### src/design/lsmc_pkg.sv
// Package of the light sensor measure control register bank.
// Assumes a 32-bit APB slave where every register takes one aligned word.

package lsmc_pkg;

	// ****************************************
	// Register indices (byte address is four times the index)
	// ****************************************
	localparam logic [7:0] IDX_MODDIS = 8'h40;
	localparam logic [7:0] IDX_ENABLE = 8'h80;
	localparam logic [7:0] IDX_MODE0 = 8'h81;
	localparam logic [7:0] IDX_MODE1 = 8'h82;
	localparam logic [7:0] IDX_EXTENT = 8'h30;
	localparam int ADDR_W = 12;

	// ****************************************
	// Field positions
	// ****************************************
	localparam int BIT_MOD0_OFF = 0;
	localparam int BIT_MOD1_OFF = 1;
	localparam int BIT_PON = 0;
	localparam int BIT_AEN = 1;
	localparam int BIT_FLICKER_DETECT_ON = 6;
	localparam int BIT_HALT = 7;
	localparam int BIT_AGC2 = 6;
	localparam int BIT_ONESHOT = 5;
	localparam int BIT_LSTAT = 4;
	localparam int BIT_ENDTAG = 7;
	localparam int BIT_SUMW = 6;
	localparam int BIT_GAINW = 5;
	localparam int BIT_ENDLESS = 7;

	// ****************************************
	// Reset values and write masks
	// ****************************************
	localparam logic [7:0] RST_MODDIS = 8'h00;
	localparam logic [7:0] RST_ENABLE = 8'h00;
	localparam logic [7:0] RST_MODE0 = 8'h04;
	localparam logic [7:0] RST_MODE1 = 8'h0C;
	localparam logic [7:0] RST_EXTENT = 8'h00;
	localparam logic [7:0] MASK_MODDIS = 8'h03;
	localparam logic [7:0] MASK_ENABLE = 8'h43;
	localparam logic [3:0] AGC_STEP_RST = 4'h9;
	localparam logic [3:0] AGC_STEP_MAX = 4'hF;
	// Arbitrary marker value
	localparam logic [15:0] END_TAG_WORD = 16'hFFFF;

	// ****************************************
	// Types
	// ****************************************
	typedef enum logic [1:0] {KIND_LIGHT_STATUS, KIND_END_TAG, KIND_SUM, KIND_GAIN} lsmc_kind_t;

	typedef struct packed {
		lsmc_kind_t kind;
		logic [15:0] data;
	} lsmc_fifo_word_t;

	typedef struct packed {
		logic osc_run;
		logic mod0_run;
		logic mod1_run;
		logic flicker_run;
		logic light_run;
	} lsmc_ctrl_t;

endpackage

### src/design/lsmc_ctrl_regs.sv
// Measure control register bank with APB slave, run control, AGC step and FIFO metadata writer.
// Assumes measurement engine events arrive as one-cycle pulses synchronous to pclk.
//
// The APB slave port was decided locally.

// Contract
// - Bit 0 set keeps modulator 0 off
// - Bit 1 set keeps modulator 1 off
// - Flicker enable bit starts and stops flicker
// - Light enable bit starts and stops light measurement
// - Power bit runs oscillator, timers and modulators
// - Power off write clears both measurement enables
// - Halt mode clears enables after count, power stays
// - Default count halts after one measurement
// - Saturation with two-step mode drops gain two
// - One-shot sequencer cycle raises sleep after irq
// - Light status word goes into FIFO
// - Internal light result held 26 bits wide
// - Scale field picks scaled or unscaled data
// - End marker written after flicker measurement
// - Checksum written after flicker measurement
// - Gain written after flicker measurement
// - Top bit select picks reported light MSB
// - Endless repeat suppresses end markers
module lsmc_ctrl_regs (
	input wire logic pclk,
	input wire logic presetn,
	input wire logic psel,
	input wire logic penable,
	input wire logic pwrite,
	input wire logic [lsmc_pkg::ADDR_W-1:0] paddr,
	input wire logic [31:0] pwdata,
	output logic [31:0] prdata,
	output logic pready,
	output logic pslverr,
	input wire logic meas_iter_done,
	input wire logic agc_saturation,
	input wire logic agc_step_up,
	input wire logic seq_cycle_done,
	input wire logic flicker_meas_done,
	input wire logic [15:0] flicker_sum,
	input wire logic light_raw_valid,
	input wire logic [25:0] light_raw,
	output lsmc_pkg::lsmc_ctrl_t ctrl,
	output logic [3:0] agc_gain_step,
	output logic sleep_after_irq,
	output logic [15:0] light_data,
	output logic [7:0] light_status,
	output logic fifo_valid,
	output lsmc_pkg::lsmc_fifo_word_t fifo_word
);
	import lsmc_pkg::*;

	typedef enum {FS_IDLE, FS_TAG, FS_SUM, FS_GAIN} lsmc_fs_t;

	logic [7:0] moddis_reg;
	logic [7:0] enable_reg;
	logic [7:0] mode0_reg;
	logic [7:0] mode1_reg;
	logic [7:0] extent_reg;
	logic [31:0] prdata_reg;
	logic pready_reg;
	logic pslverr_reg;
	logic [8:0] dec;
	logic access;
	logic wr_en;
	logic wr_enable;
	logic [7:0] rd_mux;
	logic [7:0] enable_next;
	lsmc_ctrl_t ctrl_reg;
	logic [6:0] iter_cnt_reg;
	logic running;
	logic halt_fire;
	logic sleep_reg;
	logic [3:0] agc_step_reg;
	logic [31:0] result_reg;
	logic light_pipe_reg;
	logic [15:0] light_data_reg;
	logic [7:0] light_status_reg;
	logic [5:0] sh_unscaled;
	logic [5:0] sh_scaled;
	logic [15:0] unscaled;
	logic [15:0] scaled;
	logic use_scaled;
	logic pend_light_reg;
	logic pend_flick_reg;
	logic [15:0] sum_reg;
	logic tag_need;
	lsmc_fs_t fs_state;
	lsmc_fs_t fs_next;
	logic take_light;
	logic take_flick;
	logic word_valid_next;
	lsmc_fifo_word_t word_next;
	logic fifo_valid_reg;
	lsmc_fifo_word_t fifo_word_reg;

	// ****************************************
	// Helpers
	// ****************************************
	function automatic logic [8:0] decode(input logic [ADDR_W-1:0] a);
		logic [7:0] i;
		logic hit;
		i = a[9:2];
		hit = (a[1:0] == 2'h0) && (a[11:10] == 2'h0) &&
			(i == IDX_MODDIS || i == IDX_ENABLE || i == IDX_MODE0 || i == IDX_MODE1 || i == IDX_EXTENT);
		decode = {hit, i};
	endfunction

	// Shift of 32 or more yields zero, which is the wanted clamp
	function automatic logic [15:0] window16(input logic [31:0] v, input logic [5:0] sh);
		logic [31:0] t;
		t = v << sh;
		window16 = t[31:16];
	endfunction

	// ****************************************
	// APB slave
	// ****************************************
	// One wait state so read data comes from a flop
	assign dec = decode(paddr);
	assign access = psel & penable & pready_reg;
	assign wr_en = access & pwrite & dec[8];
	assign wr_enable = wr_en && (dec[7:0] == IDX_ENABLE);

	always_comb begin
		case (dec[7:0])
			IDX_MODDIS: rd_mux = moddis_reg;
			IDX_ENABLE: rd_mux = enable_reg;
			IDX_MODE0: rd_mux = mode0_reg;
			IDX_MODE1: rd_mux = mode1_reg;
			IDX_EXTENT: rd_mux = extent_reg;
			default: rd_mux = 8'h00;
		endcase
	end

	always_ff @(posedge pclk or negedge presetn) begin
		if (!presetn) begin
			pready_reg <= 1'b0;
			pslverr_reg <= 1'b0;
			prdata_reg <= 32'h0000_0000;
		end else begin
			pready_reg <= psel & penable & ~pready_reg;
			pslverr_reg <= psel & penable & ~pready_reg & ~dec[8];
			if (psel & penable & ~pready_reg & ~pwrite) begin
				// Refused accesses read zero even when the index alone would hit
				prdata_reg <= dec[8] ? {24'h00_0000, rd_mux} : 32'h0000_0000;
			end
		end
	end

	assign prdata = prdata_reg;
	assign pready = pready_reg;
	assign pslverr = pslverr_reg;

	// ****************************************
	// Configuration registers
	// ****************************************
	always_ff @(posedge pclk or negedge presetn) begin
		if (!presetn) begin
			moddis_reg <= RST_MODDIS;
			mode0_reg <= RST_MODE0;
			mode1_reg <= RST_MODE1;
			extent_reg <= RST_EXTENT;
		end else if (wr_en) begin
			case (dec[7:0])
				IDX_MODDIS: moddis_reg <= pwdata[7:0] & MASK_MODDIS;
				IDX_MODE0: mode0_reg <= pwdata[7:0];
				IDX_MODE1: mode1_reg <= pwdata[7:0];
				IDX_EXTENT: extent_reg <= pwdata[7:0];
				default: moddis_reg <= moddis_reg;
			endcase
		end
	end

	// ****************************************
	// Enable register and run control
	// ****************************************
	always_comb begin
		enable_next = pwdata[7:0] & MASK_ENABLE;
		if (!enable_next[BIT_PON]) begin
			enable_next = 8'h00;
		end
	end

	assign running = enable_reg[BIT_PON] & (enable_reg[BIT_FLICKER_DETECT_ON] | enable_reg[BIT_AEN]);
	// Limit counts extra iterations, so zero means a single one
	assign halt_fire = mode0_reg[BIT_HALT] & meas_iter_done & running &
		(iter_cnt_reg == extent_reg[6:0]);

	// Software write wins over a halt in the same cycle
	always_ff @(posedge pclk or negedge presetn) begin
		if (!presetn) begin
			enable_reg <= RST_ENABLE;
		end else if (wr_enable) begin
			enable_reg <= enable_next;
		end else if (halt_fire) begin
			enable_reg[BIT_FLICKER_DETECT_ON] <= 1'b0;
			enable_reg[BIT_AEN] <= 1'b0;
		end
	end

	always_ff @(posedge pclk or negedge presetn) begin
		if (!presetn) begin
			iter_cnt_reg <= 7'h00;
		end else if (wr_enable || halt_fire) begin
			iter_cnt_reg <= 7'h00;
		end else if (meas_iter_done && running) begin
			iter_cnt_reg <= 7'(iter_cnt_reg + 7'h01);
		end
	end

	always_ff @(posedge pclk or negedge presetn) begin
		if (!presetn) begin
			ctrl_reg <= '0;
		end else begin
			ctrl_reg.osc_run <= enable_reg[BIT_PON];
			ctrl_reg.mod0_run <= enable_reg[BIT_PON] & ~moddis_reg[BIT_MOD0_OFF];
			ctrl_reg.mod1_run <= enable_reg[BIT_PON] & ~moddis_reg[BIT_MOD1_OFF];
			ctrl_reg.flicker_run <= enable_reg[BIT_PON] & enable_reg[BIT_FLICKER_DETECT_ON];
			ctrl_reg.light_run <= enable_reg[BIT_PON] & enable_reg[BIT_AEN];
		end
	end

	assign ctrl = ctrl_reg;

	// ****************************************
	// Sequencer single shot
	// ****************************************
	// Set wins over the clear by an enable write
	always_ff @(posedge pclk or negedge presetn) begin
		if (!presetn) begin
			sleep_reg <= 1'b0;
		end else if (seq_cycle_done && mode0_reg[BIT_ONESHOT] && enable_reg[BIT_PON]) begin
			sleep_reg <= 1'b1;
		end else if (wr_enable) begin
			sleep_reg <= 1'b0;
		end
	end

	assign sleep_after_irq = sleep_reg;

	// ****************************************
	// Automatic gain step
	// ****************************************
	always_ff @(posedge pclk or negedge presetn) begin
		if (!presetn) begin
			agc_step_reg <= AGC_STEP_RST;
		end else if (agc_saturation && agc_step_reg != 4'h0) begin
			if (mode0_reg[BIT_AGC2] && agc_step_reg > 4'h1) begin
				agc_step_reg <= 4'(agc_step_reg - 4'h2);
			end else begin
				agc_step_reg <= 4'(agc_step_reg - 4'h1);
			end
		end else if (agc_step_up && agc_step_reg != AGC_STEP_MAX) begin
			agc_step_reg <= 4'(agc_step_reg + 4'h1);
		end
	end

	assign agc_gain_step = agc_step_reg;

	// ****************************************
	// Light result scaling
	// ****************************************
	always_ff @(posedge pclk or negedge presetn) begin
		if (!presetn) begin
			result_reg <= 32'h0000_0000;
			light_pipe_reg <= 1'b0;
		end else begin
			light_pipe_reg <= light_raw_valid;
			if (light_raw_valid) begin
				result_reg <= {6'h00, light_raw};
			end
		end
	end

	// Window top sits at the selected bit; scaling moves it down by the scale count
	assign sh_unscaled = 6'(6'd31 - {1'b0, mode1_reg[4:0]});
	assign sh_scaled = 6'(sh_unscaled + {2'h0, mode0_reg[3:0]});
	assign unscaled = window16(result_reg, sh_unscaled);
	assign scaled = window16(result_reg, sh_scaled);
	assign use_scaled = (unscaled & ~(16'hFFFF >> mode0_reg[3:0])) == 16'h0000;

	always_ff @(posedge pclk or negedge presetn) begin
		if (!presetn) begin
			light_data_reg <= 16'h0000;
			light_status_reg <= 8'h00;
		end else if (light_pipe_reg) begin
			light_data_reg <= use_scaled ? scaled : unscaled;
			light_status_reg <= {3'h0, use_scaled, mode0_reg[3:0]};
		end
	end

	assign light_data = light_data_reg;
	assign light_status = light_status_reg;

	// ****************************************
	// FIFO metadata writer
	// ****************************************
	// Endless repeat never gets an end marker
	assign tag_need = mode1_reg[BIT_ENDTAG] & ~extent_reg[BIT_ENDLESS];

	always_ff @(posedge pclk or negedge presetn) begin
		if (!presetn) begin
			pend_light_reg <= 1'b0;
			pend_flick_reg <= 1'b0;
			sum_reg <= 16'h0000;
		end else begin
			if (light_pipe_reg && mode0_reg[BIT_LSTAT]) begin
				pend_light_reg <= 1'b1;
			end else if (take_light) begin
				pend_light_reg <= 1'b0;
			end
			if (flicker_meas_done && (tag_need || mode1_reg[BIT_SUMW] || mode1_reg[BIT_GAINW])) begin
				pend_flick_reg <= 1'b1;
				sum_reg <= flicker_sum;
			end else if (take_flick) begin
				pend_flick_reg <= 1'b0;
			end
		end
	end

	always_comb begin
		fs_next = fs_state;
		take_light = 1'b0;
		take_flick = 1'b0;
		word_valid_next = 1'b0;
		word_next = '0;
		case (fs_state)
			FS_IDLE: begin
				if (pend_light_reg) begin
					take_light = 1'b1;
					word_valid_next = 1'b1;
					word_next.kind = KIND_LIGHT_STATUS;
					word_next.data = {8'h00, light_status_reg};
				end else if (pend_flick_reg) begin
					take_flick = 1'b1;
					fs_next = tag_need ? FS_TAG : mode1_reg[BIT_SUMW] ? FS_SUM :
						mode1_reg[BIT_GAINW] ? FS_GAIN : FS_IDLE;
				end
			end
			FS_TAG: begin
				word_valid_next = 1'b1;
				word_next.kind = KIND_END_TAG;
				word_next.data = END_TAG_WORD;
				fs_next = mode1_reg[BIT_SUMW] ? FS_SUM : mode1_reg[BIT_GAINW] ? FS_GAIN : FS_IDLE;
			end
			FS_SUM: begin
				word_valid_next = 1'b1;
				word_next.kind = KIND_SUM;
				word_next.data = sum_reg;
				fs_next = mode1_reg[BIT_GAINW] ? FS_GAIN : FS_IDLE;
			end
			FS_GAIN: begin
				word_valid_next = 1'b1;
				word_next.kind = KIND_GAIN;
				word_next.data = {12'h000, agc_step_reg};
				fs_next = FS_IDLE;
			end
			default: fs_next = FS_IDLE;
		endcase
	end

	always_ff @(posedge pclk or negedge presetn) begin
		if (!presetn) begin
			fs_state <= FS_IDLE;
			fifo_valid_reg <= 1'b0;
			fifo_word_reg <= '0;
		end else begin
			fs_state <= fs_next;
			fifo_valid_reg <= word_valid_next;
			fifo_word_reg <= word_next;
		end
	end

	assign fifo_valid = fifo_valid_reg;
	assign fifo_word = fifo_word_reg;
endmodule

### config.mk
export PLATFORM = sky130hd
export DESIGN_NAME = lsmc_ctrl_regs
export DESIGN_NICKNAME = d
export VERILOG_FILES = /design/src/design/lsmc_pkg.sv /design/src/design/lsmc_ctrl_regs.sv
export SDC_FILE = /design/constraint.sdc
export NUM_CORES = 1
export LEC_CHECK = 0
export CORE_MARGIN = 2
export CORE_UTILIZATION = 45
export CTS_CLUSTER_DIAMETER = 40
export DETAILED_ROUTE_END_ITERATION = 8
export DONT_BUFFER_PORTS = 1
export MAX_ROUTING_LAYER = met4
export SLEW_MARGIN = 10
export SYNTH_ARGS = -nofsm -noshare
export SYNTH_HDL_FRONTEND = slang
export SYNTH_SLANG_ARGS = --single-unit
### constraint.sdc
create_clock -name pclk -period 4.43 [get_ports pclk]
set_input_delay 0.2215 -clock pclk [delete_from_list [all_inputs] [get_ports pclk]]
set_output_delay 0.2215 -clock pclk [all_outputs]
set_load 0.02 [all_outputs]
==> flow_summary.yaml <==
outcome:
  status: "finished clean"
detailed_routing:
  dr.pass1.iters: 5
  vias: 7328
  wl_per_cell_um: 20.90
  via_per_inst: 6.061
  drt-initial-drc-count: 703
  drc_errors: 0
  routed_wl_um: 25270
  antenna_left: 0
cts:
  cts.sinks: 143
  clk-insertion-delay-late_ns: 0.43
  htree_levels: 4
  cts_buffer_depth: 2
  cts_tree: "yes"
  numCtsBuffers: 17
  cts_resized: 0
  root_buffer: "clkbuf_16"
  clkTransAtPathRegs_ns: 0.07
layout:
  design_area_um2: 10660
  drive_above_1_share_pct: 20.58
  multi_input_area_um2: 5250
  layout_common_cells: "137 x dfrtp_1, 83 x mux2_2, 75 x nand2_1"
  layout_commonest_cell: "dfrtp_1"
  nets: 1035
  fillers: 1782
  ff_latch_area_um2: 3586
  area_delta_synth_final_pct: 14.61
  largest_reg_flops: 26
grt:
  antenna_found_initial: 1
  grt_max_degree: 144
  grt_pass1_vias: 7008
  grt_pass1_wl_um: 40340
  grt_overflow_total: 0
  grt_use_total_pct: 24.23
setup_path:
  critPathMaxFanout: 17
  critPathKind: "flip-flop to flip-flop"
  end_kind: "flip-flop"
  required_ns: 4.72
  arrival_ns: 4.19
  rr_startpoint: "mode1_reg[0]$_DFFE_PN0P_"
  startpoint_type: "flip-flop"
  critPathLaunch: "mode1_reg[0]$_DFFE_PN0P_"
synth:
  syn_area_um2: 9299
  avgSynthCellArea_um2: 10.48
  synth_edf_count: 0
  async_reset_ff_share_pct: 100.0
  syn_inst: 887
  ys_seq_elements: 143
  synth_top_cell_area_share_pct: 37.14
  yosysSeqAreaShare_pct: 38.55
  synth_area_leader_cell: "dfrtp_1"
  ys.flop_type: "dfrtp_1"
  ys_warn_count: 0
  synth_area_leaders: "dfrtp_1 37%, mux2_2 10%, mux4_2 8.2%"
  synthDistinctLibCells: 82
place:
  dp_hpwl_um: 17700
  gp_congestion: 0.9404
  port_buffers: 0
  post_dp_cell_area_um2: 9449
die:
  die_x_um: 147.8
  io_pins: 184
  coreArea_um2: 20230
  die_y_um: 147.8
  row_count: 52
  die_area_um2: 21830
  initial_utilization_pct: 45.96
job:
  timing.max_cap.violations: 0
sta:
  relSlewSlack_pct: 34.61
  slew_viol_final: 0
  fmax_mhz: 256.2
  finalSetupViolCount: 0
  skew_ns: 0.01522
  min_period_ns: 3.903
  grt_setup_unrepaired: "false"
  tns_ns: 0
  tightest_slew_ns: 0.9738
  hold_viol: 0
  period_share_pct: 88.11
power_and_ir_drop:
  peakVddDrop_uv: 233.8
  p_per_area_nw_per_um2: 316.9
  leakage_nw: 4.758
worst_hold_path:
  hp-start: "meas_iter_done"
  hold_path.class: "input port to flip-flop"
layer usage:
| metal | up-vias | track usage (%) | wire length, um |
|---|---|---|---|
| li1 | 3366 | - | - |
| met1 | 3628 | 35.70 | 12050 |
| met2 | 306 | 34.47 | 11220 |
| met3 | 28 | 4.105 | 1615 |
| met4 | 0 | 6.971 | 390 |
| met5 | - | - | 0 |
area by class of cell:
class	instances	share of cell area, %
Multi-Input combinational cell	659	49.26
Inverter	20	0.7044
Sequential cell	143	33.65
Antenna cell	1	0.02348
Clock buffer	17	3.992
Timing Repair Buffer	84	7.678
Clock inverter	15	1.526
Tap cell	270	3.170
where the power goes:
part / internal [mW] / switching, mW
registers: 1.36 / 0.134
clock network: 0.757 / 0.684
logic: 0.210 / 0.233
total: 2.33 / 1.05
repair_timing:
action / in CTS / in global routing
setup buffers: 0 / 0
hold endpoints to repair: 218 / 0
hold buffers: 59 / 0
stage by stage:
step	power (mW)	hold slack [ns]	util (%)	worst slack (ns)	instances
4_1_cts	3.405	0.09239	52.66	0.5222	1208
6_report	3.378	0.09870	52.67	0.5268	1209
3_3_place_gp	1.875	-0.06774	46.70	0.5948	1117
2_1_floorplan	1.800	-0.07409	-	0.3886	913
5_1_grt	3.528	0.1126	52.67	0.2279	1209
3_5_place_dp	1.877	-0.06707	46.70	0.5257	1117
cells by family after synthesis:
kind of cell | count (synthesis) | synth area share (%)
xor+xnor | 19 | 1.790
simple gates | 224 | 11.84
other cells | 1 | 0.04033
buf+inv | 111 | 6.095
flops | 143 | 38.55
compound gates | 210 | 15.81
fa+ha+maj | 14 | 1.938
mux | 165 | 23.94
cell usage after synthesis (8+ instances only):
master    instances
dfrtp_1         138
xor2_1            9
a211oi_1         11
a31oi_1           9
a221oi_1          8
o31ai_1          12
mux2i_1          40
clkbuf_1         47
a22o_1            8
and3_1            9
a32oi_1          10
inv_1            18
a22oi_1          10
mux4_2           34
o21ai_1           9
nand2_1          75
buf_4            28
nor2_1           52
a21o_1           15
buf_1             8
nor3_1           11
a21oi_1          41
ha_1             12
nor2b_1          21
and2_1            9
xnor2_1          10
nand3_1          12
o21ai_0          27
mux2_2           83
worst paths after layout:
check | to | slack (ns) | depth (start not counted)
hold / removal | iter_cnt_reg[1]$_DFFE_PN0P_ | 0.1 | 3
setup / recovery | light_data[6]$_DFFE_PN0P_ | 0.53 | 13
setup reg to reg | light_data[6]$_DFFE_PN0P_ | 0.53 | 13
max in group asynchronous | iter_cnt_reg[0]$_DFFE_PN0P_ | 3.40 | 2
min in group asynchronous | result_reg[0]$_DFFE_PN0P_ | 0.43 | 2
hold reg to reg | fifo_word[14]$_DFF_PN0_ | 0.47 | 1
worst max-delay path: stages, from the launching register on:
cell and delay [ns]:
dfrtp_2 0.58, buf_4 0.24, inv_1 0.05, ha_1 0.15, inv_1 0.05, fa_1 1.00, buf_4 0.32, mux2i_1 0.25
a21oi_1 0.15, mux4_2 0.52, a21oi_1 0.14, nor2_1 0.06, a22oi_1 0.16, o31ai_1 0.09
Note: power is estimated with default switching activity, not from simulation.
